===== src/pin_mux_regs.svh =====
`ifndef PIN_MUX_REGS_SVH
`define PIN_MUX_REGS_SVH

// ****************************************************************
// register map
// ****************************************************************
`define SEL0_OFS      16'hf000
`define SEL1_OFS      16'hf004
`define SEL2_OFS      16'hf008
`define SEL3_OFS      16'hf00c
`define SEL_BLOCK     12'hf00
`define SEL_RESET     32'h0000_0000
`define HSIZE_WORD    3'h2

// ****************************************************************
// select field layout
// ****************************************************************
`define PIN_COUNT     32
`define PINS_PER_REG  8
`define SEL_WIDTH     4

// ****************************************************************
// function placement masks
// ****************************************************************
`define GRANT_MASK    16'h4141
`define SHARED_MEMORY_REQUEST_MASK     16'h8282
`define PMEV_MASK     16'h1824
`define WDOG_MASK     16'h0f0f
`define BAUDIN_MASK   16'hc030
`define BAUDOUT_MASK  16'h30c0
`define BURST_MASK    8'h69
`define PCI_PORT_MAP  24'h72c688

`endif


===== src/pin_mux_pkg.sv =====
package pin_mux_pkg;

	// ****************************************************************
	// select codes
	// ****************************************************************
	typedef enum logic [3:0] {
		SEL_PORT      = 4'h0,
		SEL_DMA       = 4'h1,
		SEL_MEMPM     = 4'h2,
		SEL_XFER_END  = 4'h3,
		SEL_TIMER     = 4'h4,
		SEL_BUS_IND   = 4'h5,
		SEL_INT       = 4'h6,
		SEL_PCI_ARB   = 4'h7,
		SEL_WDOG_BAUD = 4'h9,
		SEL_DEBUG     = 4'hf
	} sel_code_type;

	// ****************************************************************
	// decoded pin functions
	// ****************************************************************
	typedef enum logic [4:0] {
		FN_NONE     = 5'b00000,
		FN_PORT     = 5'b00001,
		FN_DMA_REQ  = 5'b00010,
		FN_DMA_ACK  = 5'b00011,
		FN_MEM_GNT  = 5'b00100,
		FN_MEM_REQ  = 5'b00101,
		FN_PM_EVENT = 5'b00110,
		FN_END_XFER = 5'b00111,
		FN_TMR_EN   = 5'b01000,
		FN_TMR_TC   = 5'b01001,
		FN_BURST    = 5'b01010,
		FN_INIT     = 5'b01011,
		FN_INT      = 5'b01100,
		FN_PCI_GNT  = 5'b01101,
		FN_PCI_REQ  = 5'b01110,
		FN_WD_NMI   = 5'b01111,
		FN_WD_EXP   = 5'b10000,
		FN_BAUD_IN  = 5'b10001,
		FN_BAUD_OUT = 5'b10010,
		FN_DEBUG    = 5'b10011
	} pin_fn_type;

	// ****************************************************************
	// module state
	// ****************************************************************
	typedef struct packed {
		logic [3:0][31:0] sel;
		logic             wrPend;
		logic [1:0]       wrIdx;
		logic [31:0]      rdata;
		logic [31:0]      pinOut;
		logic [31:0]      pinOe;
		logic [31:0]      portIn;
		logic [7:0]       dmaReqN;
		logic             memGrantN;
		logic [7:0]       xferEnd;
		logic [7:0]       tmrEn;
		logic [5:0]       pciReqN;
		logic             baudIn;
	} state_type;

endpackage


===== src/multi_purpose_pin_mux.sv =====
// The AHB-Lite slave port was left to the implementer.
`timescale 1ns/1ps
`include "pin_mux_regs.svh"

// Operation
// - thirty-two pins, each with its own independent select field
// - a pin serves an internal interface or the general port, per select
// - reset leaves all selects zero and every pin an undriven port input
// - pin n uses register n/8, bits 4*(n mod 8)+3 to 4*(n mod 8)
// - four select registers at 0xf000, 0xf004, 0xf008, 0xf00c, pins in order
// - code 0 joins pin n to general port bit n
// - code 2: memory grant, memory request or power event by position
// - code 3: end-of-transfer, index seven down to zero per pair
// - code 4: timer enable on even, terminal count on odd pins
// - code 5: burst or init-active indication by position in eight
// - code 6: active-low interrupt, index pin modulo four
// - code 7: PCI grant on even, request on odd pins, port table
// - code 9: watchdog outputs or baud clock in/out by position
// - codes 8 and 0xa to 0xe assign nothing
// - code 0xf drives debug bit n onto pin n
module multi_purpose_pin_mux
	import pin_mux_pkg::*;
(
	// clock and reset
	input  wire logic        clk,
	input  wire logic        sys_rst,
	// register bus
	input  wire logic        hsel,
	input  wire logic [31:0] haddr,
	input  wire logic [1:0]  htrans,
	input  wire logic        hwrite,
	input  wire logic [2:0]  hsize,
	input  wire logic [31:0] hwdata,
	input  wire logic        hready,
	output logic             hreadyout,
	output logic             hresp,
	output logic [31:0]      hrdata,
	// pins
	input  wire logic [31:0] pinLevel,
	output logic [31:0]      pinDrive,
	output logic [31:0]      pinDriveEn,
	// general port
	input  wire logic [31:0] portDriveValue,
	input  wire logic [31:0] portDriveEnable,
	output logic [31:0]      portSample,
	// dma
	output logic [7:0]       dmaRequestInN,
	input  wire logic [7:0]  dmaAcknowledgeOutN,
	output logic [7:0]       dmaEndOfTransfer,
	// shared memory and power management
	output logic             sharedMemoryGrantN,
	input  wire logic        sharedMemoryRequestN,
	input  wire logic        pmEventN,
	// timers
	output logic [7:0]       timerEnableIn,
	input  wire logic [7:0]  timerTerminalCountOut,
	// bus indications and interrupts
	input  wire logic        burstIndicationN,
	input  wire logic        initActiveIndication,
	input  wire logic [3:0]  intOutN,
	// pci arbiter
	input  wire logic [5:0]  pciGrantN,
	output logic [5:0]       pciRequestN,
	// watchdog and baud clocks
	input  wire logic        watchdogNmiOutN,
	input  wire logic        watchdogExpireOutN,
	output logic             baudClockIn,
	input  wire logic        baudClockOut,
	// debug
	input  wire logic [31:0] debugOut
);

	// ****************************************************************
	// constants
	// ****************************************************************
	localparam logic [15:0] GRANT_MASK   = `GRANT_MASK;
	localparam logic [15:0] SHARED_MEMORY_REQUEST_MASK    = `SHARED_MEMORY_REQUEST_MASK;
	localparam logic [15:0] PMEV_MASK    = `PMEV_MASK;
	localparam logic [15:0] WDOG_MASK    = `WDOG_MASK;
	localparam logic [15:0] BAUDIN_MASK  = `BAUDIN_MASK;
	localparam logic [15:0] BAUDOUT_MASK = `BAUDOUT_MASK;
	localparam logic [7:0]  BURST_MASK   = `BURST_MASK;
	localparam logic [23:0] PCI_MAP      = `PCI_PORT_MAP;

	// inactive levels for internal inputs with no pin routed to them
	localparam state_type RST_STATE = '{
		sel:       {4{`SEL_RESET}},
		wrPend:    1'b0,
		wrIdx:     2'h0,
		rdata:     32'h0000_0000,
		pinOut:    32'h0000_0000,
		pinOe:     32'h0000_0000,
		portIn:    32'h0000_0000,
		dmaReqN:   8'hff,
		memGrantN: 1'b1,
		xferEnd:   8'h00,
		tmrEn:     8'h00,
		pciReqN:   6'h3f,
		baudIn:    1'b0
	};

	// ****************************************************************
	// select decoding
	// ****************************************************************
	function automatic pin_fn_type pinKind(input int n, input logic [3:0] code);
		int   p16;
		int   p8;
		logic odd;
		p16 = n % 16;
		p8 = n % 8;
		odd = (n % 2) == 1;
		case (code)
			SEL_PORT: pinKind = FN_PORT;
			SEL_DMA: pinKind = odd ? FN_DMA_ACK : FN_DMA_REQ;
			SEL_MEMPM: begin
				if (GRANT_MASK[p16])
					pinKind = FN_MEM_GNT;
				else if (SHARED_MEMORY_REQUEST_MASK[p16])
					pinKind = FN_MEM_REQ;
				else if (PMEV_MASK[p16])
					pinKind = FN_PM_EVENT;
				else
					pinKind = FN_NONE;
			end
			SEL_XFER_END: pinKind = FN_END_XFER;
			SEL_TIMER: pinKind = odd ? FN_TMR_TC : FN_TMR_EN;
			SEL_BUS_IND: pinKind = BURST_MASK[p8] ? FN_BURST : FN_INIT;
			SEL_INT: pinKind = FN_INT;
			SEL_PCI_ARB: pinKind = odd ? FN_PCI_REQ : FN_PCI_GNT;
			SEL_WDOG_BAUD: begin
				if (WDOG_MASK[p16])
					pinKind = odd ? FN_WD_EXP : FN_WD_NMI;
				else if (BAUDIN_MASK[p16])
					pinKind = FN_BAUD_IN;
				else if (BAUDOUT_MASK[p16])
					pinKind = FN_BAUD_OUT;
				else
					pinKind = FN_NONE;
			end
			SEL_DEBUG: pinKind = FN_DEBUG;
			default: pinKind = FN_NONE;
		endcase
	endfunction

	function automatic logic [4:0] pinIndex(input int n, input logic [3:0] code);
		int pair;
		pair = (n % 16) / 2;
		case (code)
			SEL_DMA: pinIndex = 5'(pair);
			SEL_XFER_END: pinIndex = 5'(7 - pair);
			SEL_TIMER: pinIndex = (pair < 4) ? 5'(3 - pair) : 5'(11 - pair);
			SEL_INT: pinIndex = 5'(n % 4);
			SEL_PCI_ARB: pinIndex = {2'b00, PCI_MAP[3*pair +: 3]};
			default: pinIndex = 5'(n);
		endcase
	endfunction

	// ****************************************************************
	// state
	// ****************************************************************
	state_type  cur_r;
	state_type  cur_nxt;
	pin_fn_type kind [32];
	logic [4:0] idx  [32];
	logic [3:0] selField [32];
	logic       aPhase;
	logic       aHit;
	logic [1:0] aIdx;

	genvar g;
	generate
		for (g = 0; g < `PIN_COUNT; g++) begin : pinDecode
			assign selField[g] = cur_r.sel[g / `PINS_PER_REG][`SEL_WIDTH * (g % `PINS_PER_REG) +: `SEL_WIDTH];
			assign kind[g] = pinKind(g, selField[g]);
			assign idx[g] = pinIndex(g, selField[g]);
		end
	endgenerate

	// ****************************************************************
	// bus decode
	// ****************************************************************
	assign aPhase = hsel && hready && htrans[1];
	assign aHit = (haddr[15:4] == `SEL_BLOCK) && (haddr[1:0] == 2'b00) && (hsize == `HSIZE_WORD);
	assign aIdx = haddr[3:2];

	// ****************************************************************
	// next state
	// ****************************************************************
	always_comb begin
		cur_nxt = cur_r;
		// write lands at the end of its data phase
		if (cur_r.wrPend)
			cur_nxt.sel[cur_r.wrIdx] = hwdata;
		cur_nxt.wrPend = aPhase && hwrite && aHit;
		cur_nxt.wrIdx = aIdx;
		cur_nxt.rdata = 32'h0000_0000;
		// forward a write still in flight so back-to-back read sees it
		if (aPhase && !hwrite && aHit) begin
			if (cur_r.wrPend && (cur_r.wrIdx == aIdx))
				cur_nxt.rdata = hwdata;
			else
				cur_nxt.rdata = cur_r.sel[aIdx];
		end
		cur_nxt.pinOut = 32'h0000_0000;
		cur_nxt.pinOe = 32'h0000_0000;
		cur_nxt.portIn = 32'h0000_0000;
		cur_nxt.dmaReqN = 8'hff;
		cur_nxt.memGrantN = 1'b1;
		cur_nxt.xferEnd = 8'h00;
		cur_nxt.tmrEn = 8'h00;
		cur_nxt.pciReqN = 6'h3f;
		cur_nxt.baudIn = 1'b0;
		// several pins on one input are merged toward the active level
		for (int i = 0; i < `PIN_COUNT; i++) begin
			case (kind[i])
				FN_PORT: begin
					cur_nxt.pinOe[i] = portDriveEnable[i];
					cur_nxt.pinOut[i] = portDriveValue[i];
					cur_nxt.portIn[i] = pinLevel[i];
				end
				FN_DMA_REQ: cur_nxt.dmaReqN[idx[i][2:0]] = cur_nxt.dmaReqN[idx[i][2:0]] & pinLevel[i];
				FN_DMA_ACK: begin
					cur_nxt.pinOe[i] = 1'b1;
					cur_nxt.pinOut[i] = dmaAcknowledgeOutN[idx[i][2:0]];
				end
				FN_MEM_GNT: cur_nxt.memGrantN = cur_nxt.memGrantN & pinLevel[i];
				FN_MEM_REQ: begin
					cur_nxt.pinOe[i] = 1'b1;
					cur_nxt.pinOut[i] = sharedMemoryRequestN;
				end
				FN_PM_EVENT: begin
					cur_nxt.pinOe[i] = 1'b1;
					cur_nxt.pinOut[i] = pmEventN;
				end
				FN_END_XFER: cur_nxt.xferEnd[idx[i][2:0]] = cur_nxt.xferEnd[idx[i][2:0]] | pinLevel[i];
				FN_TMR_EN: cur_nxt.tmrEn[idx[i][2:0]] = cur_nxt.tmrEn[idx[i][2:0]] | pinLevel[i];
				FN_TMR_TC: begin
					cur_nxt.pinOe[i] = 1'b1;
					cur_nxt.pinOut[i] = timerTerminalCountOut[idx[i][2:0]];
				end
				FN_BURST: begin
					cur_nxt.pinOe[i] = 1'b1;
					cur_nxt.pinOut[i] = burstIndicationN;
				end
				FN_INIT: begin
					cur_nxt.pinOe[i] = 1'b1;
					cur_nxt.pinOut[i] = initActiveIndication;
				end
				FN_INT: begin
					cur_nxt.pinOe[i] = 1'b1;
					cur_nxt.pinOut[i] = intOutN[idx[i][1:0]];
				end
				FN_PCI_GNT: begin
					cur_nxt.pinOe[i] = 1'b1;
					cur_nxt.pinOut[i] = pciGrantN[idx[i][2:0]];
				end
				FN_PCI_REQ: cur_nxt.pciReqN[idx[i][2:0]] = cur_nxt.pciReqN[idx[i][2:0]] & pinLevel[i];
				FN_WD_NMI: begin
					cur_nxt.pinOe[i] = 1'b1;
					cur_nxt.pinOut[i] = watchdogNmiOutN;
				end
				FN_WD_EXP: begin
					cur_nxt.pinOe[i] = 1'b1;
					cur_nxt.pinOut[i] = watchdogExpireOutN;
				end
				FN_BAUD_IN: cur_nxt.baudIn = cur_nxt.baudIn | pinLevel[i];
				FN_BAUD_OUT: begin
					cur_nxt.pinOe[i] = 1'b1;
					cur_nxt.pinOut[i] = baudClockOut;
				end
				FN_DEBUG: begin
					cur_nxt.pinOe[i] = 1'b1;
					cur_nxt.pinOut[i] = debugOut[i];
				end
				default: begin
					cur_nxt.pinOe[i] = 1'b0;
				end
			endcase
		end
	end

	always_ff @(posedge clk) begin
		if (sys_rst)
			cur_r <= RST_STATE;
		else
			cur_r <= cur_nxt;
	end

	// ****************************************************************
	// outputs
	// ****************************************************************
	assign hreadyout = 1'b1;
	assign hresp = 1'b0;
	assign hrdata = cur_r.rdata;
	assign pinDrive = cur_r.pinOut;
	assign pinDriveEn = cur_r.pinOe;
	assign portSample = cur_r.portIn;
	assign dmaRequestInN = cur_r.dmaReqN;
	assign dmaEndOfTransfer = cur_r.xferEnd;
	assign sharedMemoryGrantN = cur_r.memGrantN;
	assign timerEnableIn = cur_r.tmrEn;
	assign pciRequestN = cur_r.pciReqN;
	assign baudClockIn = cur_r.baudIn;

	generate
		for (g = 0; g < `PIN_COUNT; g++) begin : pinCheck

		end
	endgenerate
endmodule


===== config.mk =====
export PLATFORM = sky130hd
export DESIGN_NAME = multi_purpose_pin_mux
export DESIGN_NICKNAME = d
export VERILOG_FILES = /design/src/pin_mux_pkg.sv /design/src/multi_purpose_pin_mux.sv
export VERILOG_INCLUDE_DIRS = /design/src
export SDC_FILE = /design/constraint.sdc
export NUM_CORES = 1
export LEC_CHECK = 0
export BUFFER_PORTS_ARGS = -buffer_cell sky130_fd_sc_hd__buf_2
export CORE_ASPECT_RATIO = 1.25
export CORE_MARGIN = 2
export CORE_UTILIZATION = 49
export DETAILED_ROUTE_END_ITERATION = 6
export PLACE_DENSITY = 0.89
export SLEW_MARGIN = 40
export SYNTH_ARGS = -nofsm -noshare
export SYNTH_HDL_FRONTEND = slang
export SYNTH_SLANG_ARGS = --single-unit

===== constraint.sdc =====
create_clock -name clk -period 1.46 [get_ports clk]
set_input_delay 0.292 -clock clk [delete_from_list [all_inputs] [get_ports clk]]
set_output_delay 0.292 -clock clk [all_outputs]
set_load 0.005 [all_outputs]

==> impl_metrics.json <==
{
  "timing.final.hold_violations": 0,
  "hpwl_um": 41300,
  "pwr-share-clk_pct": 46.3,
  "slew_headroom_pct": 64.4,
  "cp-end-kind": "register",
  "violations": "setup timing",
  "fp.coreArea_sq_um": 33300,
  "crit_arrival_ns": 1.97,
  "cts_tree": "done",
  "stdcell_count": 2815,
  "switching_share_pct": 23.2,
  "drv_cap": 0,
  "combPwrFrac_pct": 8.7,
  "register_area_sq_um": 5880,
  "overflow": 0,
  "ios": 397,
  "syn_area_per_cell_sq_um": 7.85,
  "report.final.slew_viol_count": 0,
  "drc": 0,
  "die_w_um": 168,
  "dpl.cell_count": 2706,
  "critical_path.max_fanout": 2,
  "rrSetupSlack_ns": -0.03,
  "synthArstFlopShare_pct": 0,
  "routed_via_density": 6.08,
  "synthToLayoutAreaGrowth_pct": 23.3,
  "hold_path.class": "in -> reg",
  "grt_max_degree": 93,
  "synthCells": 2094,
  "antenna_found_initial": 3,
  "period_needed_ns": 1.49,
  "routed-via-count": 17107,
  "cts_buffers": 31,
  "tns_ns": -0.0303,
  "rsz0062_at_grt": "true",
  "clk_pin_slew_worst_paths_ns": 0.06,
  "first_global_vias": 16629,
  "die_h_um": 209,
  "initial_utilization_pct": 49.3,
  "period_share_pct": 102,
  "ant_nets": 0,
  "grt_use_total_pct": 31.4,
  "synth_seq_cells": 291,
  "pre_cts_slack_ns": -0.503,
  "status": "finished with violations",
  "multi_input_area_sq_um": 8670,
  "synth_edf_count": 0,
  "die_area_sq_um": 35000,
  "totalWireLength_um": 58700,
  "fmax_ghz": 0.671,
  "cts_buffer_depth": 3,
  "wl_per_cell_um": 20.8,
  "synth_cell_types": 72,
  "htree_levels": 1,
  "place.gp.congestion": 0.959,
  "seq_power_share_pct": 45.0,
  "clock_skew_ns": 0.0157,
  "syn_nets": 2329,
  "clock_sinks": 291,
  "ys.flop_type": "dfxtp_1",
  "crit_type": "reg -> reg",
  "drive_above_1_share_pct": 32.5,
  "root_buffer": "clkbuf_16",
  "crit_required_ns": 1.94,
  "tightestPinTransition_ns": 0.533,
  "p_leak_nw": 8.08,
  "yosysSeqAreaShare_pct": 35.4,
  "critPathLaunchType": "register",
  "final_cell_mix": "nand2_1 (416), buf_2 (376), dfxtp_1 (254)",
  "synth.cell_area_sq_um": 16400,
  "final_common_cell": "nand2_1",
  "setup_violations": 1,
  "rows": 75,
  "ir_worst_vdd_v": 0.00107,
  "first_pass_iters": 7,
  "power_mw": 18.1,
  "fill_cells": 2683,
  "yosysWarnings": 0,
  "finalNetCount": 2601,
  "grt_pass1_wl_um": 87700,
  "intPower_mw": 13.9,
  "drt_iter0_drc": 1818,
  "switching_power_mw": 4.19,
  "clk-insertion-delay-late_ns": 0.58,
  "fin_ws_ns": -0.0303,
  "io_buffers": 377,
  "pwr_density_cell_nw_per_um2": 890
}
## Yosys cell counts, types with 34 or more instances
library cell | number | share of area, %
a21oi_1 | 215 | 6.5
nand3_1 | 44 | 1.3
nand2_1 | 417 | 9.5
nor2b_1 | 34 | 1.3
mux4_2 | 37 | 5.1
clkbuf_1 | 178 | 4.1
inv_1 | 34 | 0.78
nor3_1 | 40 | 1.2
dfxtp_1 | 291 | 35
nor2_1 | 119 | 2.7
o21ai_0 | 41 | 1.2
buf_4 | 161 | 7.4
## path summary, 6_finish.rpt
kind / startpoint / end / cells past startpoint
worst max-delay path: cur_r[274] / pinDrive[27] / 4
worst min register to register: cur_r[227] / cur_r[227] / 2
worst max register to register: cur_r[274] / pinDrive[27] / 4
worst min-delay path: portDriveValue[16] / pinDrive[16] / 3
## flip-flops by register name, summed over array words and instances (netlist names)
| name | flops |
|---|---|
| sharedMemoryGrantN | 1 |
| dmaEndOfTransfer | 8 |
| baudClockIn | 1 |
| pciRequestN | 6 |
| timerEnableIn | 8 |
| cur_r | 131 |
| dmaRequestInN | 8 |
| pinDriveEn | 32 |
| pinDrive | 32 |
| portSample | 32 |
| hrdata | 32 |
## per-layer routing
layer	global-route usage, %	vias to the layer above	share of wire [%]
met2	53.5	1151	48
met3	5.85	326	9.7
met1	35.1	7956	34
li1	-	7674	-
met4	22.8	0	7.8
met5	0	-	0
## cells by family after synthesis
kind of cell,Yosys count,synth area share [%]
buffers and inverters,395,13.0
AND/OR/NAND/NOR,865,25.7
other,2,0.0457
XOR/XNOR,3,0.160
multiplexers,82,7.92
AO/OA/AOI/OAI,445,17.1
flip-flops,291,35.4
adder cells (fa/ha/maj),11,0.670
## worst max-delay path: stages (launching register included)
cell and delay [ns]:
dfxtp_2 0.32, or3_4 0.39, or2_4 0.23, a31o_1 0.22, a221oi_2 0.24
## layout make-up
type / instances / area share, %
antenna: 4 / 0.0494
clock buffer: 45 / 4.53
clock inverter: 10 / 0.790
inverter: 34 / 0.629
multi-input combinational: 1408 / 42.8
sequential: 291 / 29.0
tap: 423 / 2.61
timing repair buffer: 600 / 19.6
## metrics by stage
step           hold slack [ns]  utilization [%]  instance area, sq um
2_1_floorplan            0.410                -                 16500
3_3_place_gp             0.467             55.4                 18500
3_5_place_dp             0.470             55.4                 18500
4_1_cts               0.000204             60.2                 20100
5_1_grt                 0.0144             60.9                 20300
6_report                0.0118             60.9                 20300
## what timing repair did
item,4_1_cts,5_1_grt
hold buffers,45,0
pin swaps,9,6
setup buffers,1,3
gates resized for setup,27,49
hold endpoints to repair,143,0
cloned,0,2
endpoints found under the setup margin,12,56
## power by group through the flow
| stage | Sequential (mW) | Combinational, mW | Clock (mW) |
|---|---|---|---|
| after global placement | 8.31 | 1.38 | 0 |
| after global routing | 8.13 | 1.65 | 8.76 |
| after CTS | 8.13 | 1.52 | 8.46 |
| after floorplan | 8.29 | 0.750 | 0 |
| final | 8.13 | 1.56 | 8.37 |
| after detailed placement | 8.31 | 1.41 | 0 |
Note: power is estimated with default switching activity, not from simulation.
